[src/hdl/piw_pkg.sv]
package piw_pkg;

  // Printed offsets are byte offsets not all multiple of four: kept as indices
  localparam logic [7:0] IDX_BURST_SLICE_TIMER = 8'h1b;
  localparam logic [7:0] IDX_IO_WINDOW_LOWER = 8'h1c;
  localparam logic [7:0] IDX_IO_WINDOW_UPPER = 8'h1d;
  localparam logic [7:0] IDX_DOWNSTREAM_STATUS = 8'h1e;
  // Own registers for interrupt mask and link-side control bits
  localparam logic [7:0] IDX_IRQ_MASK = 8'h20;
  localparam logic [7:0] IDX_BRIDGE_CONTROL = 8'h21;

  localparam int ADDR_W = 12;
  localparam logic [7:0] BURST_SLICE_VALUE = 8'h00;
  localparam logic [3:0] WINDOW_RESET = 4'h0;
  localparam logic [3:0] IO_WIDTH_16BIT = 4'h0;
  localparam logic [11:0] LOWER_FILL = 12'h000;
  localparam logic [11:0] UPPER_FILL = 12'hfff;

  // Status bit positions
  localparam int POISON_BIT = 15;
  localparam int ERRMSG_BIT = 14;
  localparam int UNSUP_BIT = 13;
  localparam logic [2:0] STATUS_RESET = 3'h0;
  // Control bit positions
  localparam int PARITY_EN_BIT = 0;
  localparam int SYSERR_FWD_BIT = 1;

  // Events seen on the downstream link, one cycle pulses
  typedef struct packed {
    logic poisoned_tlp;
    logic error_message;
    logic unsupported_cpl;
  } piw_link_events_t;

  // I/O request to be decoded against the window
  typedef struct packed {
    logic valid;
    logic [15:0] addr;
  } piw_io_req_t;

endpackage : piw_pkg

[src/hdl/piw_bridge.sv]
// Local design decision: the APB interface to the registers.
`timescale 1ns/1ps
// Behaviour
// - Burst slice timer register is read-only and always reads zero.
// - Forward I/O only when address bits 15:12 lie within window, inclusive.
// - Lower bound decodes with address bits 11:0 as zero.
// - Upper bound decodes with address bits 11:0 as all ones.
// - Lower register bits 7:4 writable, hold address 15:12, reset zero.
// - Lower register bits 3:0 read zero: 16-bit I/O only.
// - Upper register bits 7:4 read-write, reset zero, hold upper bound.
// - Upper register bits 3:0 read-only zero, 16-bit capability.
// - Status bit 15 set on poisoned packet, regardless of parity enable.
// - Status bit 14 set on received fatal or nonfatal error message.
// - Bit 14 recording ignores the system-error forwarding enable.
// - Status bit 13 set on completion with Unsupported Request status.
module piw_bridge (
  input wire logic SYS_CLK_I,
  input wire logic RSTN_I,
  input wire logic PSEL_I,
  input wire logic PENABLE_I,
  input wire logic PWRITE_I,
  input wire logic [piw_pkg::ADDR_W-1:0] PADDR_I,
  input wire logic [31:0] PWDATA_I,
  input wire logic [3:0] PSTRB_I,
  output logic [31:0] PRDATA_O,
  output logic PREADY_O,
  output logic PSLVERR_O,
  input wire piw_pkg::piw_link_events_t LINK_EVENTS_I,
  input wire piw_pkg::piw_io_req_t IO_REQ_I,
  output logic IO_FORWARD_O,
  output logic IO_FORWARD_VALID_O,
  output logic PARITY_RESPONSE_EN_O,
  output logic SYSERR_FORWARD_EN_O,
  output logic IRQ_O
);
  import piw_pkg::*;

  logic [3:0] io_window_lower_r;
  logic [3:0] io_window_upper_r;
  logic [2:0] status_r;
  logic [2:0] status_nxt;
  logic [2:0] irq_mask_r;
  logic [1:0] bridge_control_r;
  logic [2:0] event_vec;
  logic [2:0] clear_vec;
  logic [ADDR_W-3:0] word_idx;
  logic wr_en;
  logic rd_en;
  logic hit;
  logic [31:0] rd_mux;
  logic [15:0] lower_addr;
  logic [15:0] upper_addr;
  logic fwd_r;
  logic fwd_valid_r;
  logic [2:0] set_vec;

  // APB decode; zero wait states, so the access phase completes at once
  // Full word index kept, so high addresses cannot alias onto mapped words
  assign word_idx = PADDR_I[ADDR_W-1:2];
  assign wr_en = PSEL_I & PENABLE_I & PWRITE_I;
  assign rd_en = PSEL_I & PENABLE_I & ~PWRITE_I;
  assign PREADY_O = 1'b1;

  // Address hits one of the mapped words
  always_comb
  begin
    case (word_idx)
      IDX_BURST_SLICE_TIMER,
      IDX_IO_WINDOW_LOWER,
      IDX_IO_WINDOW_UPPER,
      IDX_DOWNSTREAM_STATUS,
      IDX_IRQ_MASK,
      IDX_BRIDGE_CONTROL: hit = 1'b1;
      default: hit = 1'b0;
    endcase
  end

  // Unmapped access answers with an error in the access phase
  assign PSLVERR_O = PSEL_I & PENABLE_I & ~hit;

  // Window lower field, only the top nibble holds state
  always_ff @(posedge SYS_CLK_I or negedge RSTN_I)
  begin
    if (!RSTN_I)
      io_window_lower_r <= WINDOW_RESET;
    else if (wr_en && word_idx == IDX_IO_WINDOW_LOWER && PSTRB_I[0])
      io_window_lower_r <= PWDATA_I[7:4];
  end

  // Window upper field
  always_ff @(posedge SYS_CLK_I or negedge RSTN_I)
  begin
    if (!RSTN_I)
      io_window_upper_r <= WINDOW_RESET;
    else if (wr_en && word_idx == IDX_IO_WINDOW_UPPER && PSTRB_I[0])
      io_window_upper_r <= PWDATA_I[7:4];
  end

  // Mask register, same layout as status bits 15:13
  always_ff @(posedge SYS_CLK_I or negedge RSTN_I)
  begin
    if (!RSTN_I)
      irq_mask_r <= STATUS_RESET;
    else if (wr_en && word_idx == IDX_IRQ_MASK && PSTRB_I[1])
      irq_mask_r <= PWDATA_I[POISON_BIT:UNSUP_BIT];
  end

  // Bridge control bits; steer nothing in status recording
  always_ff @(posedge SYS_CLK_I or negedge RSTN_I)
  begin
    if (!RSTN_I)
      bridge_control_r <= 2'h0;
    else if (wr_en && word_idx == IDX_BRIDGE_CONTROL && PSTRB_I[0])
      bridge_control_r <= {PWDATA_I[SYSERR_FWD_BIT], PWDATA_I[PARITY_EN_BIT]};
  end

  assign PARITY_RESPONSE_EN_O = bridge_control_r[0];
  assign SYSERR_FORWARD_EN_O = bridge_control_r[1];

  // Raw link events; enables are deliberately not part of these terms
  assign event_vec[2] = LINK_EVENTS_I.poisoned_tlp;
  assign event_vec[1] = LINK_EVENTS_I.error_message;
  assign event_vec[0] = LINK_EVENTS_I.unsupported_cpl;

  // Write-one-to-clear on the upper byte of the status halfword
  assign clear_vec = (wr_en && word_idx == IDX_DOWNSTREAM_STATUS && PSTRB_I[1]) ?
                     PWDATA_I[POISON_BIT:UNSUP_BIT] : 3'h0;
  assign set_vec = event_vec;

  // Per-bit sticky update; a set in the clear cycle wins so no event is lost
  genvar g;
  generate
    for (g = 0; g < 3; g++)
    begin : g_status
      always_comb
      begin
        if (set_vec[g])
          status_nxt[g] = 1'b1;
        else if (clear_vec[g])
          status_nxt[g] = 1'b0;
        else
          status_nxt[g] = status_r[g];
      end
    end
  endgenerate

  // Status flops
  always_ff @(posedge SYS_CLK_I or negedge RSTN_I)
  begin
    if (!RSTN_I)
      status_r <= STATUS_RESET;
    else
      status_r <= status_nxt;
  end

  // Level interrupt while any unmasked status bit is set
  assign IRQ_O = |(status_r & irq_mask_r);

  // Window bounds widened to full 16-bit I/O addresses
  assign lower_addr = {io_window_lower_r, LOWER_FILL};
  assign upper_addr = {io_window_upper_r, UPPER_FILL};

  // Forward decision registered one cycle after the request
  always_ff @(posedge SYS_CLK_I or negedge RSTN_I)
  begin
    if (!RSTN_I)
    begin
      fwd_r <= 1'b0;
      fwd_valid_r <= 1'b0;
    end
    else
    begin
      fwd_valid_r <= IO_REQ_I.valid;
      // Inclusive compare on full addresses equals compare on bits 15:12
      fwd_r <= IO_REQ_I.valid && (IO_REQ_I.addr >= lower_addr) &&
               (IO_REQ_I.addr <= upper_addr);
    end
  end

  assign IO_FORWARD_O = fwd_r;
  assign IO_FORWARD_VALID_O = fwd_valid_r;

  // Read mux; status sits in bits 15:13, the rest reads zero
  always_comb
  begin
    rd_mux = 32'h0;
    case (word_idx)
      IDX_BURST_SLICE_TIMER: rd_mux = {24'h0, BURST_SLICE_VALUE};
      IDX_IO_WINDOW_LOWER: rd_mux = {24'h0, io_window_lower_r, IO_WIDTH_16BIT};
      IDX_IO_WINDOW_UPPER: rd_mux = {24'h0, io_window_upper_r, IO_WIDTH_16BIT};
      IDX_DOWNSTREAM_STATUS: rd_mux = {16'h0, status_r, 13'h0};
      IDX_IRQ_MASK: rd_mux = {16'h0, irq_mask_r, 13'h0};
      IDX_BRIDGE_CONTROL: rd_mux = {30'h0, bridge_control_r};
      default: rd_mux = 32'h0;
    endcase
  end

  // Read data held in a flop, loaded in the setup cycle
  always_ff @(posedge SYS_CLK_I or negedge RSTN_I)
  begin
    if (!RSTN_I)
      PRDATA_O <= 32'h0;
    else if (PSEL_I && !PENABLE_I && !PWRITE_I)
      PRDATA_O <= rd_mux;
  end

  // Keeps the read strobe meaningful for lint; no read side effects exist
  logic unused_rd;
  assign unused_rd = rd_en;

endmodule : piw_bridge

[config.mk]
export PLATFORM = sky130hd
export DESIGN_NAME = piw_bridge
export DESIGN_NICKNAME = d
export VERILOG_FILES = /design/src/hdl/piw_pkg.sv /design/src/hdl/piw_bridge.sv
export SDC_FILE = /design/constraint.sdc
export NUM_CORES = 1
export LEC_CHECK = 0
export BUFFER_PORTS_ARGS = -buffer_cell sky130_fd_sc_hd__buf_2
export CAP_MARGIN = 5
export CORE_MARGIN = 4
export CORE_UTILIZATION = 39
export DETAILED_ROUTE_END_ITERATION = 7
export PLACE_DENSITY = 0.81
export SLEW_MARGIN = 20
export SYNTH_ARGS = -nofsm -noshare
export SYNTH_HDL_FRONTEND = slang
export SYNTH_SLANG_ARGS = --single-unit
[constraint.sdc]
create_clock -name SYS_CLK_I -period 2 [get_ports SYS_CLK_I]
set_input_delay 0.2 -clock SYS_CLK_I [delete_from_list [all_inputs] [get_ports SYS_CLK_I]]
set_output_delay 0.2 -clock SYS_CLK_I [all_outputs]
set_load 0.05 [all_outputs]
## Word-level counts from Yosys, hierarchy flattened

Index checks and enable logic that the tools add are counted.

- Input bits: 73
- Bits in registers: 50
- Output and inout port bits: 39
- Logic and storage cells: 53

- Muxes and demuxes: 9
- Equal/unequal tests: 6
- Reduce and logical (&&, ||, !) cells: 21
- $lt $le $gt $ge: 2
- Bitwise gates (word level): 5

Operator list:

| kind | number |
|---|---|
| $pmux W16 S5 | 1 |
| $eq A10 B5 Y1 const B | 4 |
| $eq A10 B6 Y1 const B | 2 |
| $ge A16 B16 Y1 | 1 |
| $le A16 B16 Y1 | 1 |
| $logic_and A1 B1 Y1 | 14 |
| $mux W1 | 7 |
| $reduce_bool A2 Y1 | 3 |
| $reduce_or A6 Y1 | 1 |
| $and A1 B1 Y1 | 3 |
| $and A3 B3 Y3 | 1 |
| $mux W3 | 1 |
| $reduce_or A3 Y1 | 1 |
| $logic_not A1 Y1 | 2 |
| $not A1 Y1 | 1 |

## Depth between registers and ports, before layout

- Depth in word-level cells: 7
- Depth in mapped cells: 6
- Gate-level depth less buffers: 6

## Least setup slack after synthesis

OpenSTA, ideal clock, no wires.

- Path type: input port to output port
- Start: input PADDR_I[2] (netlist name)
- End: output PSLVERR_O
- Data required time: 1.800 ns
- Arrival: 1.920 ns
- Path buffers: 1
- Cell stages on the path: 3
- Slack: -0.120 ns
- Cells stage by stage: clkbuf_1 -> mux2i_1 -> a221oi_1

- Longest elaborated chain between the ends: 5
- Elaborated cells between the ends (all ways): 10
- Classes of those cells: eq/ne: 6; mux: 1; bitwise: 2; reduce/logical: 1

Ends and longest elaborated chain:

| item | line | source |
|---|---|---|
| from (decl) | piw_bridge.sv:22 | `input wire logic [piw_pkg::ADDR_W-1:0] PADDR_I,` |
| $eq A10 B5 Y1 or $eq A10 B6 Y1 (tied branches) | piw_bridge.sv:67 | `case (word_idx)` |
| $reduce_or A6 Y1 (*) | piw_bridge.sv:67 |  |
| $mux W1 (*) | piw_bridge.sv:67 |  |
| $not A1 Y1 (*) | piw_bridge.sv:79 | `assign PSLVERR_O = PSEL_I & PENABLE_I & ~hit;` |
| $and A1 B1 Y1 (*) | piw_bridge.sv:79 |  |
| to (decl) | piw_bridge.sv:27 | `output logic PSLVERR_O,` |

Every way passes the cells marked *; elsewhere a longest branch is shown, timed or not.

## Worst setup path after layout

- Start: input PADDR_I[9] (netlist name)
- End: output PSLVERR_O

The elaborated chain is that of the path after synthesis.

==> insert_results.sql <==
INSERT INTO impl_metrics (metric_group, metric, value, unit) VALUES
('outcome', 'status', 'completed', ''),
('critical_path', 'crit_path_max_fanout', '6', ''),
('timing', 'min_period', '1.72', 'ns'),
('place', 'gpl.final_weighted_congestion', '0.867', ''),
('layout', 'final_net_count', '316', ''),
('hold_path', 'worstHoldPathCells', '1', ''),
('routing', 'drtPass1Iterations', '4', ''),
('global_routing', 'grt_pass1_wl', '6070', 'um'),
('die', 'boundaryPins', '112', ''),
('clock_network', 'ctsHtreeMaxLevel', '1', ''),
('power', 'vdd_drop_max', '0.213', 'mV'),
('place', 'place_hpwl', '3180', 'um'),
('critical_path', 'crit_path_cell_trace', 'buf_2, or4_4, buf_4, nor2_1, buf_4, a221oi_2, buf_2', ''),
('critical_path', 'critical-path-slowest-cell', 'or4_4', ''),
('clock_network', 'tritoncts_clock_tree', 'built', ''),
('synthesis', 'synth_area_per_cell', '9.91', 'sq um'),
('clock_network', 'clock-root-buffer', 'clkbuf_8', ''),
('global_routing', 'overflow', '0', ''),
('clock_network', 'clock_sinks', '27', ''),
('synthesis', 'synthDistinctLibCells', '35', ''),
('die', 'start_util', '41.0', '%'),
('synthesis', 'ys_dominant_reg_cell', 'dfrtp_1', ''),
('global_routing', 'globalRouteTotalUtil', '14.5', '%'),
('die', 'die_x', '73.5', 'um'),
('synthesis', 'ys_seq_elements', '27', ''),
('clock_network', 'cts_max_path_buffers', '2', ''),
('routing', 'ant_nets', '0', ''),
('routing', 'finalWirelength', '3830', 'um'),
('synthesis', 'post_syn_instances', '169', ''),
('global_routing', 'first_global_vias', '1441', ''),
('timing', 'setup-violations-final', '0', ''),
('clock_network', 'post-cts-setup-buffers', '0', ''),
('critical_path', 'critical-path-max-stage-delay', '0.53', 'ns'),
('layout', 'final_cells', '284', ''),
('routing', 'drcViolationCount', '0', ''),
('global_routing', 'grt_start_max_net_pins', '28', ''),
('place', 'port_buffers', '60', ''),
('clock_network', 'cts_buffers', '3', ''),
('timing', 'slew_violations', '0', ''),
('synthesis', 'yosysWarnings', '0', ''),
('clock_network', 'clk_pin_slew', '0.09', 'ns'),
('timing', 'finalClockSkew', '0.000670', 'ns'),
('timing', 'timing_worst_slew_pin_value', '0.591', 'ns'),
('die', 'fp.dieH', '73.5', 'um'),
('timing', 'finalHoldViolCount', '0', ''),
('routing', 'detail_route.wl_per_cell', '13.5', 'um'),
('critical_path', 'worstReg2RegStart', 'io_window_upper_r[1]', ''),
('power', 'power.static_leakage', '1.03', 'nW'),
('critical_path', 'critPathLaunchType', 'input port', ''),
('die', 'placeableCoreArea', '4090', 'sq um'),
('critical_path', 'crit_type', 'in2out', ''),
('critical_path', 'reg2reg_to', 'IO_FORWARD_O', ''),
('layout', 'flow.area_growth_from_synthesis', '20.6', '%'),
('layout', 'filler_cell_count', '388', ''),
('synthesis', 'synth_async_sr_flop_share', '100', '%'),
('synthesis', 'seq_area_frac_synth', '40.3', '%'),
('global_routing', 'grt_antenna_before_repair', '0', ''),
('layout', 'antenna_cells', '0', ''),
('power', 'total_power', '1.09', 'mW'),
('die', 'fp.dieArea', '5410', 'sq um'),
('clock_network', 'clock_latency', '0.28', 'ns'),
('timing', 'fin_crit_sh', '86.0', '%'),
('timing', 'grt_setup_unrepaired', 'false', ''),
('critical_path', 'regToRegSetupSlack', '0.51', 'ns'),
('layout', 'drive_gt1_share', '35.9', '%'),
('layout', 'most-common-layout-cells', 'buf_2 (60), dfrtp_1 (27), conb_1 (24), nand2_1 (17), inv_1 (13)', ''),
('critical_path', 'setup.worst_path.end_class', 'output pin', ''),
('die', 'row_count', '23', ''),
('timing', 'timing.fmax', '581', 'MHz'),
('synthesis', 'synth_enable_flop_cells', '0', ''),
('critical_path', 'arrival', '1.52', 'ns'),
('routing', 'routed_via_density', '5.04', ''),
('synthesis', 'synthesis.area', '1680', 'sq um'),
('routing', 'detailed_route_iter0_violations', '77', ''),
('power', 'power_density_over_cell_area', '541', 'nW/um^2'),
('timing', 'setup_total_negative_slack', '0', 'ns'),
('hold_path', 'hold_path_startpoint', 'IO_REQ_I[16]', ''),
('hold_path', 'worstHoldPathType', 'in2reg', ''),
('hold_path', 'hold_critical_path_endpoint', 'IO_FORWARD_VALID_O', ''),
('layout', 'leading_cell_type_in_the_layout_fill_and_taps_excluded', 'buf_2', ''),
('run', 'max-cap-violations', '0', ''),
('routing', 'via_count_of_the_routed_design', '1430', ''),
('place', 'place.detailed.instances', '279', ''),
('critical_path', 'timing.critical_path.required', '1.80', 'ns'),
('critical_path', 'worst-r2r-cell-count', '6', ''),
('timing', 'worst_slew_margin_relative_to_its_limit', '60.6', '%');
routing by layer:
layer  part of all wire, %  vias to the layer above  global-route usage [%]
met4                   2.0                        0                    7.24
li1                      -                      684                       -
met5                     0                        -                       0
met2                    50                       58                    24.6
met3                   8.3                        7                    2.05
met1                    40                      681                    17.8
sequential cells by signal, summed over array words and instances (netlist names):
signal and count:
io_window_lower_r 4, IO_FORWARD_O 1, io_window_upper_r 4, bridge_control_r 2, status_r 3, PRDATA_O 9, irq_mask_r 3, IO_FORWARD_VALID_O 1
how the worst max path moves through the flow:
stage | from | endpoint | slack [ns] | cells past startpoint
after floorplan | PADDR_I[9] | irq_mask_r[0] | 0.04 | 5
after global placement | PADDR_I[9] | irq_mask_r[1] | 0.03 | 5
after detailed placement | PADDR_I[9] | irq_mask_r[1] | 0.006 | 5
after CTS | PADDR_I[9] | PSLVERR_O | 0.27 | 6
after global routing | PADDR_I[9] | PSLVERR_O | 0.19 | 7
final | PADDR_I[9] | PSLVERR_O | 0.28 | 7
layout make-up:
cell class	instances	area (sq um)	share of cell area, %
multi-input combinational	124	841	41.6
sequential	27	676	33.4
timing repair buffer	66	348	17.2
tap	50	62.6	3.10
inverter	13	48.8	2.41
clock buffer	4	45.0	2.23
metrics by stage:
| step | utilization, % | cell area [sq um] | setup slack (ns) | hold slack [ns] |
|---|---|---|---|---|
| detailed placement | 48.1 | 1970 | 0.00553 | 0.238 |
| global placement | 48.1 | 1970 | 0.0257 | 0.226 |
| CTS | 49.4 | 2020 | 0.274 | 0.0415 |
| floorplan | - | 1760 | 0.0412 | -0.0956 |
| global route | 49.4 | 2020 | 0.193 | 0.0326 |
| finish | 49.4 | 2020 | 0.280 | 0.0429 |
Yosys cell counts (4+ instances only):
master	number	area (sq um)
dfrtp_1	27	676
buf_4	24	180
nand2_1	17	63.8
inv_1	13	48.8
mux2_2	10	113
o21ai_0	10	50.1
ha_1	8	100
nand4_1	7	43.8
nor2_1	6	22.5
mux2i_1	5	50.1
a21o_1	4	30.0
worst max-delay path: cells and delay by family:
family	cells	cell delay [ns]
AO/OA/AOI/OAI	1	0.04
buffers and inverters	4	0.62
AND/OR/NAND/NOR	2	0.65
where the power goes:
group | switching [mW] | total [mW] | internal [mW]
Sequential | 0.000914 | 0.549 | 0.548
Clock | 0.170 | 0.313 | 0.143
Combinational | 0.172 | 0.231 | 0.0589
Total | 0.344 | 1.09 | 0.750
cell families (layout without fill, tap and decap cells):
group / after synthesis / after routing / synth area share (%)
muxes: 18 / 18 / 12.4
and+or+nand+nor: 50 / 50 / 16.6
other: 2 / 24 / 0.448
buffers and inverters: 40 / 83 / 14.8
adders and majority gates: 8 / 8 / 5.97
DFF: 27 / 27 / 40.3
AOI/OAI and AO/OA: 24 / 24 / 9.49
repair_timing:
item | CTS | global route
hold endpoints to repair | 27 | 0
endpoints found under the setup margin | 0 | 0
hold buffers | 1 | 0
resized for setup | 0 | 0
Power figures use the tool's default switching activity.
